### src/design/mbcfg_pkg.sv
// Constants shared by the serial configuration register bank.
package mbcfg_pkg;
    // -----------------------------------------------------------------
    // Register offsets
    // -----------------------------------------------------------------
    localparam logic [15:0] REG_DEC4 = 16'h001B;
    localparam logic [15:0] REG_DEC5 = 16'h001C;
    localparam logic [15:0] REG_DEC6 = 16'h001D;
    localparam logic [15:0] REG_ADDR = 16'h0020;
    localparam logic [15:0] REG_IDENT = 16'h0021;
    localparam logic [15:0] REG_RATE = 16'h0022;
    localparam logic [15:0] REG_PERMIT = 16'h0023;
    localparam logic [15:0] REG_DELAY = 16'h0025;
    localparam logic [15:0] REG_ACK = 16'h0026;
    localparam logic [15:0] REG_GAP = 16'h0027;
    localparam logic [15:0] REG_LIGHT = 16'h002D;
    localparam logic [15:0] REG_HUE = 16'h002E;
    localparam logic [15:0] REG_EDIT = 16'h002F;
    localparam logic [15:0] REG_FORMAT = 16'h0030;
    localparam logic [15:0] REG_VLIGHT = 16'h0031;
    localparam logic [15:0] REG_VHUE = 16'h0032;
    // Value registers whose write acknowledge can be suppressed.
    localparam logic [15:0] REG_VALUE_LO = 16'h0001;
    localparam logic [15:0] REG_VALUE_HI = 16'h0003;
    // -----------------------------------------------------------------
    // Fields, functions and exception codes
    // -----------------------------------------------------------------
    localparam int BLINK_BIT = 12;
    localparam logic [7:0] FN_READ = 8'h03;
    localparam logic [7:0] FN_WRITE1 = 8'h06;
    localparam logic [7:0] FN_WRITEN = 8'h10;
    localparam logic [7:0] EXC_NONE = 8'h00;
    localparam logic [7:0] EXC_FUNC = 8'h01;
    localparam logic [7:0] EXC_ADDR = 8'h02;
    localparam logic [7:0] EXC_VALUE = 8'h03;
    localparam logic [7:0] EXC_DENIED = 8'h08;
    // -----------------------------------------------------------------
    // Ranges and values after reset
    // -----------------------------------------------------------------
    localparam logic [15:0] ADDR_MIN = 16'h0001;
    localparam logic [15:0] ADDR_MAX = 16'h00FF;
    localparam logic [15:0] RATE_MAX = 16'h0007;
    localparam logic [15:0] DELAY_MAX = 16'h0005;
    localparam logic [15:0] GAP_MAX = 16'h0063;
    localparam logic [15:0] LIGHT_MIN = 16'h0001;
    localparam logic [15:0] LIGHT_MAX = 16'h0008;
    localparam logic [15:0] FORMAT_MAX = 16'h0003;
    localparam logic [15:0] FLAG_MAX = 16'h0001;
    localparam logic [7:0] RST_ADDR = 8'h01;
    localparam logic [2:0] RST_RATE = 3'h3;
    localparam logic [3:0] RST_LIGHT = 4'h8;
    // -----------------------------------------------------------------
    // Timing
    // -----------------------------------------------------------------
    localparam int CLK_HZ = 50_000_000;
    localparam int BLINK_HALF_MS = 500;
    localparam int SECOND_MS = 1000;
    localparam int BLINK_HALF_CYCLES = CLK_HZ / 1000 * BLINK_HALF_MS;
    localparam int SECOND_CYCLES = CLK_HZ / 1000 * SECOND_MS;
    // Extra reply delay in character times for codes 1 to 5.
    localparam logic [7:0] DELAY_C1 = 8'h0A;
    localparam logic [7:0] DELAY_C2 = 8'h14;
    localparam logic [7:0] DELAY_C3 = 8'h32;
    localparam logic [7:0] DELAY_C4 = 8'h64;
    localparam logic [7:0] DELAY_C5 = 8'hC8;
endpackage

### src/design/mbcfg_regs.sv
// Serial configuration register bank of the slave display indicator.

module mbcfg_regs #(
    parameter bit SIX_DECADES = 1'b0,
    parameter logic [15:0] IDENT_FOUR = 16'h0A04,  // Arbitrary value.
    parameter logic [15:0] IDENT_SIX = 16'h0A06,  // Arbitrary value.
    parameter int BLINK_HALF = mbcfg_pkg::BLINK_HALF_CYCLES,
    parameter int SECOND = mbcfg_pkg::SECOND_CYCLES
) (
    // Clock and reset
    input wire logic clk,
    input wire logic reset_n,
    // Decoded register request from the frame parser
    input wire logic req_valid,
    input wire logic [7:0] req_func,
    input wire logic [15:0] req_reg,
    input wire logic [15:0] req_wdata,
    input wire logic req_ext,
    input wire logic frame_seen,
    // Local menu access and mode pin
    input wire logic menu_we,
    input wire logic [15:0] menu_reg,
    input wire logic [15:0] menu_wdata,
    input wire logic slave_mode_pin,
    // Answer to the frame builder
    output logic rsp_valid,
    output logic [7:0] rsp_exc,
    output logic [15:0] rsp_rdata,
    output logic rsp_quiet,
    output logic [7:0] rsp_addr,
    output logic [2:0] rsp_baud,
    // Settings seen by the rest of the device
    output logic [7:0] slave_address,
    output logic [2:0] baud_code,
    output logic write_permit,
    output logic [7:0] reply_delay,
    output logic gap_expired,
    output logic [3:0] light_level,
    output logic led_hue,
    output logic edit_style,
    output logic [1:0] value_format,
    output logic [2:0] decade_dark
);
    // -----------------------------------------------------------------
    // Storage
    // -----------------------------------------------------------------
    logic [15:0] attr [3];
    logic [2:0] delay_code;
    logic ack_enable;
    logic [6:0] gap_limit;
    logic [3:0] stored_light;
    logic stored_hue;
    logic [3:0] vol_light;
    logic vol_hue;
    logic light_ovr;
    logic hue_ovr;
    logic mode_meta;
    logic mode_sync;
    logic [25:0] blink_cnt;
    logic blink_phase;
    logic [25:0] sec_cnt;
    logic [6:0] gap_secs;

    // -----------------------------------------------------------------
    // Request decode
    // -----------------------------------------------------------------
    // Register existence; the upper decades vanish on the four-decade build.
    function automatic logic exists(input logic [15:0] r);
        exists = (r == mbcfg_pkg::REG_DEC4) || (r == mbcfg_pkg::REG_ADDR)
            || (r == mbcfg_pkg::REG_IDENT) || (r == mbcfg_pkg::REG_RATE)
            || (r == mbcfg_pkg::REG_PERMIT) || (r == mbcfg_pkg::REG_DELAY)
            || (r == mbcfg_pkg::REG_ACK) || (r == mbcfg_pkg::REG_GAP)
            || ((r >= mbcfg_pkg::REG_LIGHT) && (r <= mbcfg_pkg::REG_VHUE))
            || (SIX_DECADES && ((r == mbcfg_pkg::REG_DEC5)
            || (r == mbcfg_pkg::REG_DEC6)));
    endfunction

    // Permitted write range of each register.
    function automatic logic in_range(input logic [15:0] r, input logic [15:0] v);
        case (r)
            mbcfg_pkg::REG_ADDR: in_range = (v >= mbcfg_pkg::ADDR_MIN)
                && (v <= mbcfg_pkg::ADDR_MAX);
            mbcfg_pkg::REG_RATE: in_range = v <= mbcfg_pkg::RATE_MAX;
            mbcfg_pkg::REG_DELAY: in_range = v <= mbcfg_pkg::DELAY_MAX;
            mbcfg_pkg::REG_GAP: in_range = v <= mbcfg_pkg::GAP_MAX;
            mbcfg_pkg::REG_LIGHT, mbcfg_pkg::REG_VLIGHT: in_range =
                (v >= mbcfg_pkg::LIGHT_MIN) && (v <= mbcfg_pkg::LIGHT_MAX);
            mbcfg_pkg::REG_FORMAT: in_range = v <= mbcfg_pkg::FORMAT_MAX;
            mbcfg_pkg::REG_DEC4, mbcfg_pkg::REG_DEC5, mbcfg_pkg::REG_DEC6: in_range = 1'b1;
            mbcfg_pkg::REG_IDENT: in_range = 1'b0;
            default: in_range = v <= mbcfg_pkg::FLAG_MAX;
        endcase
    endfunction

    // Exception selection, function first, then address, permission, value.
    wire is_read = req_func == mbcfg_pkg::FN_READ;
    wire is_write = (req_func == mbcfg_pkg::FN_WRITE1) || (req_func == mbcfg_pkg::FN_WRITEN);
    wire own_hit = exists(req_reg);
    wire ro_write = is_write && (req_reg == mbcfg_pkg::REG_IDENT);
    wire value_ok = req_ext || in_range(req_reg, req_wdata);
    // Read data is only returned for an accepted read of a register of this bank.
    wire rd_ok;
    wire [7:0] next_exc =
        !(is_read || is_write) ? mbcfg_pkg::EXC_FUNC :
        (!req_ext && (!own_hit || ro_write)) ? mbcfg_pkg::EXC_ADDR :
        (is_write && !write_permit) ? mbcfg_pkg::EXC_DENIED :
        (is_write && !value_ok) ? mbcfg_pkg::EXC_VALUE :
        mbcfg_pkg::EXC_NONE;
    wire wr_ok = req_valid && is_write && !req_ext && (next_exc == mbcfg_pkg::EXC_NONE);
    assign rd_ok = is_read && !req_ext && (next_exc == mbcfg_pkg::EXC_NONE);
    wire menu_ok = menu_we && exists(menu_reg) && in_range(menu_reg, menu_wdata);
    wire [15:0] wr_reg = wr_ok ? req_reg : menu_reg;
    wire [15:0] wr_val = wr_ok ? req_wdata : menu_wdata;
    wire wr_any = wr_ok || menu_ok;
    // Acknowledge suppression covers the value registers held in another bank.
    wire next_quiet = is_write && !ack_enable && (req_reg >= mbcfg_pkg::REG_VALUE_LO)
        && (req_reg <= mbcfg_pkg::REG_VALUE_HI);

    // Read data multiplexer.
    wire [15:0] ident = SIX_DECADES ? IDENT_SIX : IDENT_FOUR;
    logic [15:0] next_rdata;
    always_comb begin
        case (req_reg)
            mbcfg_pkg::REG_DEC4: next_rdata = attr[0];
            mbcfg_pkg::REG_DEC5: next_rdata = attr[1];
            mbcfg_pkg::REG_DEC6: next_rdata = attr[2];
            mbcfg_pkg::REG_ADDR: next_rdata = {8'h00, slave_address};
            mbcfg_pkg::REG_IDENT: next_rdata = ident;
            mbcfg_pkg::REG_RATE: next_rdata = {13'h0000, baud_code};
            mbcfg_pkg::REG_PERMIT: next_rdata = {15'h0000, write_permit};
            mbcfg_pkg::REG_DELAY: next_rdata = {13'h0000, delay_code};
            mbcfg_pkg::REG_ACK: next_rdata = {15'h0000, ack_enable};
            mbcfg_pkg::REG_GAP: next_rdata = {9'h000, gap_limit};
            mbcfg_pkg::REG_LIGHT: next_rdata = {12'h000, stored_light};
            mbcfg_pkg::REG_HUE: next_rdata = {15'h0000, stored_hue};
            mbcfg_pkg::REG_EDIT: next_rdata = {15'h0000, edit_style};
            mbcfg_pkg::REG_FORMAT: next_rdata = {14'h0000, value_format};
            mbcfg_pkg::REG_VLIGHT: next_rdata = {12'h000, vol_light};
            mbcfg_pkg::REG_VHUE: next_rdata = {15'h0000, vol_hue};
            default: next_rdata = 16'h0000;
        endcase
    end

    // -----------------------------------------------------------------
    // Answer register
    // -----------------------------------------------------------------
    // The address is caught before the write lands so the reply carries the old one,
    // while the baud code is taken after so the reply goes out at the new rate.
    always_ff @(posedge clk or negedge reset_n) begin
        if (!reset_n) begin
            rsp_valid <= 1'b0;
            rsp_exc <= 8'h00;
            rsp_rdata <= 16'h0000;
            rsp_quiet <= 1'b0;
            rsp_addr <= 8'h00;
        end else begin
            rsp_valid <= req_valid;
            rsp_exc <= next_exc;
            rsp_rdata <= rd_ok ? next_rdata : 16'h0000;
            rsp_quiet <= next_quiet && (next_exc == mbcfg_pkg::EXC_NONE);
            rsp_addr <= slave_address;
        end
    end
    always_ff @(posedge clk or negedge reset_n) begin
        if (!reset_n) begin
            rsp_baud <= mbcfg_pkg::RST_RATE;
        end else if (wr_any && wr_reg == mbcfg_pkg::REG_RATE) begin
            rsp_baud <= wr_val[2:0];
        end else begin
            rsp_baud <= baud_code;
        end
    end

    // -----------------------------------------------------------------
    // Setting registers
    // -----------------------------------------------------------------
    // Serial and menu writes share one port; a serial write wins a collision.
    always_ff @(posedge clk or negedge reset_n) begin
        if (!reset_n) begin
            slave_address <= mbcfg_pkg::RST_ADDR;
            baud_code <= mbcfg_pkg::RST_RATE;
            delay_code <= 3'h0;
            ack_enable <= 1'b1;
            gap_limit <= 7'h00;
            stored_light <= mbcfg_pkg::RST_LIGHT;
            stored_hue <= 1'b0;
            edit_style <= 1'b0;
            value_format <= 2'h0;
        end else if (wr_any) begin
            case (wr_reg)
                mbcfg_pkg::REG_ADDR: slave_address <= wr_val[7:0];
                mbcfg_pkg::REG_RATE: baud_code <= wr_val[2:0];
                mbcfg_pkg::REG_DELAY: delay_code <= wr_val[2:0];
                mbcfg_pkg::REG_ACK: ack_enable <= wr_val[0];
                mbcfg_pkg::REG_GAP: gap_limit <= wr_val[6:0];
                mbcfg_pkg::REG_LIGHT: stored_light <= wr_val[3:0];
                mbcfg_pkg::REG_HUE: stored_hue <= wr_val[0];
                mbcfg_pkg::REG_EDIT: edit_style <= wr_val[0];
                mbcfg_pkg::REG_FORMAT: value_format <= wr_val[1:0];
                default: ;
            endcase
        end
    end

    // Write permission: the serial path can only lower it, the menu sets it freely.
    always_ff @(posedge clk or negedge reset_n) begin
        if (!reset_n) begin
            write_permit <= 1'b1;
        end else if (menu_ok && !wr_ok && menu_reg == mbcfg_pkg::REG_PERMIT) begin
            write_permit <= menu_wdata[0];
        end else if (wr_ok && req_reg == mbcfg_pkg::REG_PERMIT) begin
            write_permit <= write_permit & req_wdata[0];
        end
    end

    // Decade attributes, one word per decade.
    genvar d;
    generate
        for (d = 0; d < 3; d++) begin : g_attr
            always_ff @(posedge clk or negedge reset_n) begin
                if (!reset_n) begin
                    attr[d] <= 16'h0000;
                end else if (wr_any && wr_reg == mbcfg_pkg::REG_DEC4 + 16'(d)) begin
                    attr[d] <= wr_val;
                end
            end
        end
    endgenerate

    // Overrides are volatile: reset drops them so stored values rule again,
    // and a later write to a stored value hands control back to it.
    always_ff @(posedge clk or negedge reset_n) begin
        if (!reset_n) begin
            vol_light <= mbcfg_pkg::RST_LIGHT;
            vol_hue <= 1'b0;
            light_ovr <= 1'b0;
            hue_ovr <= 1'b0;
        end else if (wr_any) begin
            if (wr_reg == mbcfg_pkg::REG_VLIGHT) begin
                vol_light <= wr_val[3:0];
                light_ovr <= 1'b1;
            end
            if (wr_reg == mbcfg_pkg::REG_VHUE) begin
                vol_hue <= wr_val[0];
                hue_ovr <= 1'b1;
            end
            if (wr_reg == mbcfg_pkg::REG_LIGHT) begin
                light_ovr <= 1'b0;
            end
            if (wr_reg == mbcfg_pkg::REG_HUE) begin
                hue_ovr <= 1'b0;
            end
        end
    end

    // -----------------------------------------------------------------
    // Derived outputs
    // -----------------------------------------------------------------
    logic [7:0] next_delay;
    always_comb begin
        case (delay_code)
            3'h1: next_delay = mbcfg_pkg::DELAY_C1;
            3'h2: next_delay = mbcfg_pkg::DELAY_C2;
            3'h3: next_delay = mbcfg_pkg::DELAY_C3;
            3'h4: next_delay = mbcfg_pkg::DELAY_C4;
            3'h5: next_delay = mbcfg_pkg::DELAY_C5;
            default: next_delay = 8'h00;
        endcase
    end
    wire [2:0] next_dark = {attr[2][mbcfg_pkg::BLINK_BIT], attr[1][mbcfg_pkg::BLINK_BIT],
        attr[0][mbcfg_pkg::BLINK_BIT]} & {3{blink_phase && mode_sync}};
    always_ff @(posedge clk or negedge reset_n) begin
        if (!reset_n) begin
            reply_delay <= 8'h00;
            light_level <= mbcfg_pkg::RST_LIGHT;
            led_hue <= 1'b0;
            decade_dark <= 3'h0;
        end else begin
            reply_delay <= next_delay;
            light_level <= light_ovr ? vol_light : stored_light;
            led_hue <= hue_ovr ? vol_hue : stored_hue;
            decade_dark <= next_dark;
        end
    end

    // Mode pin comes from outside the clock domain.
    always_ff @(posedge clk or negedge reset_n) begin
        if (!reset_n) begin
            mode_meta <= 1'b0;
            mode_sync <= 1'b0;
        end else begin
            mode_meta <= slave_mode_pin;
            mode_sync <= mode_meta;
        end
    end

    // Half-second blink phase, giving a one hertz flash.
    always_ff @(posedge clk or negedge reset_n) begin
        if (!reset_n) begin
            blink_cnt <= 26'h0000000;
            blink_phase <= 1'b0;
        end else if (blink_cnt == 26'(BLINK_HALF - 1)) begin
            blink_cnt <= 26'h0000000;
            blink_phase <= !blink_phase;
        end else begin
            blink_cnt <= blink_cnt + 26'h0000001;
        end
    end

    // Frame gap watch: whole seconds since the last frame; saturates at 127.
    wire sec_tick = sec_cnt == 26'(SECOND - 1);
    always_ff @(posedge clk or negedge reset_n) begin
        if (!reset_n) begin
            sec_cnt <= 26'h0000000;
            gap_secs <= 7'h00;
            gap_expired <= 1'b0;
        end else if (frame_seen) begin
            sec_cnt <= 26'h0000000;
            gap_secs <= 7'h00;
            gap_expired <= 1'b0;
        end else begin
            sec_cnt <= sec_tick ? 26'h0000000 : sec_cnt + 26'h0000001;
            if (sec_tick && gap_secs != 7'h7F) begin
                gap_secs <= gap_secs + 7'h01;
            end
            gap_expired <= (gap_limit != 7'h00) && (gap_secs >= gap_limit);
        end
    end

    // -----------------------------------------------------------------
    // Checks
    // -----------------------------------------------------------------
    old_address_a: assert property (@(posedge clk) disable iff (!reset_n)
        req_valid |=> rsp_valid && rsp_addr == $past(slave_address))
        else $error("reply address is not the previous one");
    new_rate_a: assert property (@(posedge clk) disable iff (!reset_n)
        rsp_valid |-> rsp_baud == baud_code)
        else $error("reply rate differs from selected rate");
    bad_function_a: assert property (@(posedge clk) disable iff (!reset_n)
        req_valid && !(is_read || is_write) |=> rsp_exc == 8'h01)
        else $error("unsupported function not refused");
    bad_address_a: assert property (@(posedge clk) disable iff (!reset_n)
        req_valid && is_read && !req_ext && !own_hit |=> rsp_exc == 8'h02 && rsp_rdata == 0)
        else $error("missing register not refused");
    write_denied_a: assert property (@(posedge clk) disable iff (!reset_n)
        req_valid && is_write && own_hit && !ro_write && !write_permit && !menu_we
        |=> rsp_exc == 8'h08 && $stable(slave_address) && $stable(baud_code))
        else $error("denied write not refused or applied");
    bad_value_a: assert property (@(posedge clk) disable iff (!reset_n)
        req_valid && is_write && write_permit && !req_ext && req_reg == mbcfg_pkg::REG_LIGHT
        && req_wdata == 16'h0000 && !menu_we |=> rsp_exc == 8'h03 && $stable(stored_light))
        else $error("brightness zero accepted");
    permit_sticky_a: assert property (@(posedge clk) disable iff (!reset_n)
        !write_permit && !menu_we |=> !write_permit)
        else $error("serial link raised write permission");
    ack_quiet_a: assert property (@(posedge clk) disable iff (!reset_n)
        req_valid && req_func == 8'h06 && req_reg == 16'h0002 && req_ext && write_permit
        && !ack_enable |=> rsp_quiet)
        else $error("value write acknowledged while blocked");
    override_a: assert property (@(posedge clk) disable iff (!reset_n)
        wr_ok && req_reg == mbcfg_pkg::REG_VLIGHT |=> ##1 light_level == $past(req_wdata[3:0], 2))
        else $error("brightness override not applied");
    blink_mode_a: assert property (@(posedge clk) disable iff (!reset_n)
        !mode_sync |=> decade_dark == 3'h0)
        else $error("decade blinks outside slave mode");
    gap_off_a: assert property (@(posedge clk) disable iff (!reset_n)
        gap_limit == 7'h00 |=> !gap_expired)
        else $error("gap check active while disabled");
endmodule

### config.mk
export PLATFORM = sky130hd
export DESIGN_NAME = mbcfg_regs
export DESIGN_NICKNAME = d
export VERILOG_FILES = /design/src/design/mbcfg_pkg.sv /design/src/design/mbcfg_regs.sv
export SDC_FILE = /design/constraint.sdc
export NUM_CORES = 1
export LEC_CHECK = 0
export ABC_CLOCK_PERIOD_IN_PS = 4610
export BUFFER_PORTS_ARGS = -buffer_cell sky130_fd_sc_hd__buf_2
export CAP_MARGIN = 20
export CORE_MARGIN = 4
export CORE_UTILIZATION = 35
export CTS_CLUSTER_DIAMETER = 150
export DETAILED_ROUTE_END_ITERATION = 6
export SETUP_SLACK_MARGIN = 0.3
export SLEW_MARGIN = 30
export SYNTH_ARGS = -nofsm -noshare
export SYNTH_HDL_FRONTEND = slang
export SYNTH_SLANG_ARGS = --single-unit
### constraint.sdc
create_clock -name clk -period 4.61 [get_ports clk]
set_input_delay 0.6915 -clock clk [delete_from_list [all_inputs] [get_ports clk]]
set_output_delay 0.6915 -clock clk [all_outputs]
set_load 0.1 [all_outputs]
==> Word-level counts from Yosys, hierarchy flattened <==
Index checks and enable logic that the tools add are counted.
{ "totals": {"regBits": 198, "in_bits": 79, "out_inout_bits": 69} }
{ "op_classes": {"n_addsub": 3, "n_lt_le_gt_ge": 23, "eq_ne": 54, "muxes": 26, "bitwise": 2, "n_reduce_logical": 82} }
{ "op_table": {"columns": ["cell", "n"], "rows": [
  ["== test 16 x 6 -> 1 bit (second input constant)", 34],
  ["case mux 16 bit (16 select lines)", 1],
  ["== test 16 x 5 -> 1 bit (second input constant)", 9],
  ["two-way mux 26 bit", 3],
  ["less-or-equal comparator 16 x 3 -> 1 bit (second input constant)", 4],
  ["adder 26 x 1 -> 26 bit (second input constant)", 2],
  ["greater-or-equal comparator 16 x 1 -> 1 bit (second input constant)", 3],
  ["less-or-equal comparator 16 x 2 -> 1 bit (second input constant)", 3],
  ["two-way mux 16 bit", 3],
  ["case mux 8 bit (5 select lines)", 1],
  ["greater-or-equal comparator 16 x 6 -> 1 bit (second input constant)", 2],
  ["less-or-equal comparator 16 x 1 -> 1 bit (second input constant)", 2],
  ["less-or-equal comparator 16 x 4 -> 1 bit (second input constant)", 2],
  ["less-or-equal comparator 16 x 6 -> 1 bit (second input constant)", 2],
  ["less-or-equal comparator 16 x 7 -> 1 bit (second input constant)", 2],
  ["less-or-equal comparator 16 x 8 -> 1 bit (second input constant)", 2],
  ["logical AND 1 bit", 31],
  ["== test 26 x 25 -> 1 bit (second input constant)", 1],
  ["== test 26 bit (second input constant)", 1],
  ["AND reduction 2 bit", 13],
  ["logical OR 1 bit", 21],
  ["two-way mux 4 bit", 4],
  ["case mux 1 bit (8 select lines)", 2],
  ["two-way mux 7 bit", 2],
  ["other kinds (20)", 40]
]} }

==> Longest topological paths before layout <==
{ "logic_depth": {"ltp_word": 20, "mapped_depth": 12, "ltp_nobuf": 10} }

==> Least setup slack after synthesis <==
Ideal clock, no wire load.
{ "synth_path": {"kind": "in2reg", "from": "input req_wdata[10]", "to": "register delay_code[2]", "setup_ns": 0.125, "t_arrival_ns": 3.389, "required_time_ns": 4.485, "slack_ns": 1.097, "path_stages": 8, "path_buffers": 0, "cell_sequence": "or4_1 or2_1 or4_1 o221ai_2 o311ai_4 or3_4 a22oi_4 mux2_2"} }
{ "synth_via": {"elab_chain_cells": 15, "elab_cells_between_ends": 25} }
{ "synth_lines": {"columns": ["element", "line", "rtl"], "rows": [
  ["start: declaration", "mbcfg_regs.sv:17", "input wire logic [15:0] req_wdata,"],
  ["greater-or-equal comparator 16 x 1 -> 1 bit, or another cell as far along", "mbcfg_regs.sv:81, mbcfg_regs.sv:87", null],
  ["logical AND 1 bit, on equally long branches", "mbcfg_regs.sv:87, mbcfg_regs.sv:82", null],
  ["case mux 1 bit (8 select lines) (*)", "mbcfg_regs.sv:80", "case (r)"],
  ["logical OR 1 bit (*)", "mbcfg_regs.sv:100", "wire value_ok = req_ext || in_range(req_reg, req_wdata);"],
  ["zero test 1 bit (*)", "mbcfg_regs.sv:107", "(is_write && !value_ok) ? mbcfg_pkg::EXC_VALUE :"],
  ["logical AND 1 bit (*)", "mbcfg_regs.sv:107", null],
  ["two-way mux 2 bit (*)", "mbcfg_regs.sv:107", null],
  ["two-way mux 4 bit (*)", "mbcfg_regs.sv:106", "(is_write && !write_permit) ? mbcfg_pkg::EXC_DENIED :"],
  ["two-way mux 4 bit (*)", "mbcfg_regs.sv:105", "(!req_ext && (!own_hit || ro_write)) ? mbcfg_pkg::EXC_ADDR :"],
  ["two-way mux 4 bit (*)", "mbcfg_regs.sv:104", "!(is_read || is_write) ? mbcfg_pkg::EXC_FUNC :"],
  ["zero test 8 bit (*)", "mbcfg_regs.sv:109", "wire wr_ok = req_valid && is_write && !req_ext && (next_exc == mbcfg_pkg::EXC_NONE);"],
  ["logical AND 1 bit (*)", "mbcfg_regs.sv:109", null],
  ["two-way mux 16 bit", "mbcfg_regs.sv:112", "wire [15:0] wr_reg = wr_ok ? req_reg : menu_reg;"],
  ["== test 16 x 6 -> 1 bit", "mbcfg_regs.sv:190", "case (wr_reg)"],
  ["AND reduction 2 bit (no line)", null, null],
  ["end signal: assignment", "mbcfg_regs.sv:193", "mbcfg_pkg::REG_DELAY: delay_code <= wr_val[2:0];"],
  ["end: declaration", "mbcfg_regs.sv:48", "logic [2:0] delay_code;"]
]} }
Mark *: on every way between the ends. The rest lies on a longest branch, timed or not.
A chain may end at the register's enable or synchronous reset.

==> Worst setup path after layout <==
{ "layout_path": {"from": "input req_wdata[10]", "to": "register rsp_baud[2]"} }
{ "layout_via": {"elab_chain_cells": 16, "elab_cells_between_ends": 26} }
{ "layout_lines": {"columns": ["element", "line", "rtl"], "rows": [
  ["greater-or-equal comparator 16 x 1 -> 1 bit, or another cell as far along", "mbcfg_regs.sv:81, mbcfg_regs.sv:87", null],
  ["logical AND 1 bit, on equally long branches", "mbcfg_regs.sv:87, mbcfg_regs.sv:82", null],
  ["case mux 1 bit (8 select lines) (*)", "mbcfg_regs.sv:80", null],
  ["logical OR 1 bit (*)", "mbcfg_regs.sv:100", null],
  ["zero test 1 bit (*)", "mbcfg_regs.sv:107", null],
  ["logical AND 1 bit (*)", "mbcfg_regs.sv:107", null],
  ["two-way mux 2 bit (*)", "mbcfg_regs.sv:107", null],
  ["two-way mux 4 bit (*)", "mbcfg_regs.sv:106", null],
  ["two-way mux 4 bit (*)", "mbcfg_regs.sv:105", null],
  ["two-way mux 4 bit (*)", "mbcfg_regs.sv:104", null],
  ["zero test 8 bit (*)", "mbcfg_regs.sv:109", null],
  ["logical AND 1 bit (*)", "mbcfg_regs.sv:109", null],
  ["two-way mux 16 bit", "mbcfg_regs.sv:112", null],
  ["== test 16 x 6 -> 1 bit", "mbcfg_regs.sv:167", "end else if (wr_any && wr_reg == mbcfg_pkg::REG_RATE) begin"],
  ["logical AND 1 bit", "mbcfg_regs.sv:167", null],
  ["two-way mux 3 bit (*)", "mbcfg_regs.sv:167", null],
  ["end signal: assignment", "mbcfg_regs.sv:166", "rsp_baud <= mbcfg_pkg::RST_RATE;"],
  ["end signal: assignment", "mbcfg_regs.sv:168", "rsp_baud <= wr_val[2:0];"],
  ["end signal: assignment", "mbcfg_regs.sv:170", "rsp_baud <= baud_code;"],
  ["end: declaration", "mbcfg_regs.sv:31", "output logic [2:0] rsp_baud,"]
]} }
Marks and branches as above.

==> metrics.md <==
| Metric | Value |
|---|---|
| Status | complete, no violations |
| Post-CTS setup buffers | 0 |
| Max-cap violations | 0 |
| CTS buffer count | 17 |
| R2R Path End | vol_light[1]$_DFFE_PN0P_ |
| Avg Cell Area, Syn | 10.6 sq um |
| Cells after synthesis | 899 |
| Slew Limit Fails | 0 |
| Worst Hold Class | in2async |
| Pin count of the biggest net entering global routing | 126 |
| DRC Markers | 0 |
| CTS tree | yes |
| Startpoint types | primary input |
| # clock sinks | 196 |
| PD cells | 308 nW/um^2 |
| Post-route cell area | 11200 sq um |
| Post-CTS sizing | 0 |
| Height of the die | 173 um |
| Via count | 7293 |
| Clock-pin slew on the worst setup and hold paths | 0.09 ns |
| Seq/Total Area, Yosys | 0.515 |
| Setup Viol. Count Final | 0 |
| Initial Utilization | 0.355 |
| Placed insts | 1329 |
| Unrepaired setup endpoints after global routing | no |
| Slew headroom | 0.506 |
| Fin cells | 1362 |
| Most area-consuming cells after synthesis | dfrtp_1 (49%), mux2_2 (6.0%), nor2_1 (4.1%) |
| Setup slack after placement | 0.396 ns |
| Layout cells sized above 1 | 0.276 |
| RR Startpoint | write_permit$_DFFE_PN1P_ |
| Total negative slack | 0 ns |
| Setup slack, reg-to-reg | 1.46 ns |
| Avg Vias per Cell | 5.35 |
| Io pins | 148 |
| Worst-margin pin slew | 0.723 ns |
| Final setup margin | 0.792 ns |
| Root Buffer | clkbuf_16 |
| DRT antenna net count | 0 |
| FP Rows | 60 |
| Gr ovfl total | 0 |
| WL final | 25100 um |
| Final Net Count | 1097 |
| First-pass GRT wire length | 41000 um |
| Pre-antenna DRT Iters | 7 |
| Vias in the first global route | 7401 |
| Peak VDD IR | 0.183 mV |
| Library cells used by synthesis | 82 |
| Final hold viol count | 0 |
| # port buffers | 141 |
| Main synth FF type | dfrtp_1 |
| Antenna Cells | 0 |
| Achievable clock frequency | 262 MHz |
| Worst r2r path cells | 9 |
| Synth Cell Area | 9540 sq um |
| Die Footprint | 30000 sq um |
| Setup crit end kind | flop |
| Async S/R FF share, synth | 1.00 |
| Core area | 26900 sq um |
| Yosys top cell area share | 0.488 |
| LEAKAGE | 5.25 nW |
| Worst Skew | 0.0132 ns |
| Worst-Skew Late Latency | 0.44 ns |
| Iteration-0 DRC Markers | 595 |
| Die W | 173 um |
| Seq cells post-synth | 196 |
| Commonest cells in the synthesized netlist | dfrtp_1 (186), nor2_1 (103), clkbuf_1 (59) |
| Critical path type | in2reg |
| Drt wl/cell | 18.4 um |
| Arr. time, crit path | 4.13 ns |
| Top-count cell post-synth | dfrtp_1 |
| Final Critical Period | 3.82 ns |
| Worst-case clock buffer depth | 2 |
| Overall routing resource usage | 0.168 |
| Number of synthesized flops with an enable pin | 0 |
| Layout area overhead | 16.9% |
| Part of the cycle the worst path needs | 0.828 |
| Max FO, Critical Path | 14 |
| Post-CTS Hold Buffers | 0 |
| Critical Path RT | 4.93 ns |
| Yosys warnings | 0 |
| Post-DP HPWL | 18100 um |
| Placer Congestion | 0.908 |
| Post-DP Area | 10500 sq um |
| H-Tree Depth | 4 |
| Cell taking the most area after synthesis | dfrtp_1 |
| Initial antenna violation count | 0 |
| Smallest hold slack | 0.232 ns |
-- routing by layer --
| metal | GRT usage | vias up | share of wire |
|---|---|---|---|
| met5 | 0 | - | 0 |
| met1 | 0.240 | 3632 | 0.47 |
| met3 | 0.0269 | 30 | 0.045 |
| met4 | 0.0489 | 0 | 0.018 |
| met2 | 0.263 | 211 | 0.46 |
| li1 | - | 3420 | - |
-- stage by stage --
stage          power [mW]   util
4_1_cts              3.48  0.415
6_report             3.43  0.415
2_1_floorplan        1.86      -
3_5_place_dp         1.97  0.392
5_1_grt              3.57  0.415
3_3_place_gp         1.97  0.392
-- power by group --
group          internal [mW]  switching [mW]  leakage, nW  total [mW]
registers               1.72         0.00219         2.66        1.72
logic                 0.0608           0.149         2.29       0.210
clock network          0.740           0.759        0.296        1.50
-- sequential cells by signal (all words and copies together) (netlist names), 2 cells and up --
name and cells:
reply_delay 7, gap_limit 7, attr 48, vol_light 4, slave_address 8, value_format 2, gap_secs 7, sec_cnt 26
stored_light 4, decade_dark 3, rsp_exc 3, blink_cnt 26, rsp_rdata 16, rsp_baud 3, rsp_addr 8, light_level 4
baud_code 3, delay_code 3
-- worst max-delay path by stage --
stage	to	from	cells after the start	slack, ns
detailed placement	rsp_baud[2]$_DFF_PN0_	req_wdata[10]	9	0.40
CTS	rsp_baud[2]$_DFF_PN0_	req_wdata[10]	9	0.83
finish	rsp_baud[2]$_DFF_PN0_	req_wdata[10]	10	0.79
floorplan	delay_code[2]$_DFFE_PN0P_	req_wdata[10]	8	1.10
global route	rsp_baud[2]$_DFF_PN0_	req_wdata[10]	10	0.67
global placement	rsp_baud[2]$_DFF_PN0_	req_wdata[10]	9	0.38
-- cell families after synthesis --
kind of cell	synth area share
AOI/OAI and AO/OA	0.107
xor gates and xnor gates	0.0486
adders and majority gates	0.0131
buffers and inverters	0.0383
DFF	0.515
muxes	0.0880
other	0.000393
and+or+nand+nor	0.190
-- placed cells by master, fill, tap and decap left out, types with 7 or more instances in the layout --
cell / Yosys / routed
o21ai_0: 13 / 13
buf_2: 6 / 140
nor3_1: 18 / 18
dfstp_2: 10 / 10
xnor2_1: 20 / 20
and3_1: 24 / 24
a31oi_1: 8 / 8
ha_1: 10 / 10
nand2_1: 56 / 56
dfrtp_1: 186 / 186
a221oi_1: 7 / 7
buf_4: 6 / 15
nand3_1: 32 / 32
clkbuf_16: 0 / 18
nand4_1: 12 / 12
nand2b_1: 10 / 10
a22oi_1: 9 / 9
and2_1: 10 / 10
or4_1: 7 / 7
nor2b_1: 10 / 10
nor4_1: 18 / 17
a21oi_1: 30 / 30
nand3b_1: 8 / 8
nor2_1: 103 / 103
inv_1: 14 / 14
a222oi_1: 11 / 11
mux2_2: 51 / 51
xor2_1: 33 / 33
mux2i_1: 16 / 16
-- worst max-delay path: stages --
cell,delay [ns]
buf_2,0.10
or4_1,0.62
nor4_1,0.55
nand2b_1,0.20
a2111oi_2,0.47
o311ai_4,0.23
buf_6,0.22
mux2i_1,0.25
nor2_2,0.42
mux2_2,0.38
-- area by class of cell --
| type | instances | area (sq um) |
|---|---|---|
| clock buffers | 17 | 425 |
| clock inverters | 15 | 180 |
| fillers | 2609 | 15700 |
| inverters | 14 | 52.6 |
| multi-input cells | 621 | 4280 |
| flip-flops and latches | 196 | 4920 |
| well taps | 341 | 427 |
| repair buffers | 158 | 870 |
No activity file was read; power rests on OpenSTA's default activity.
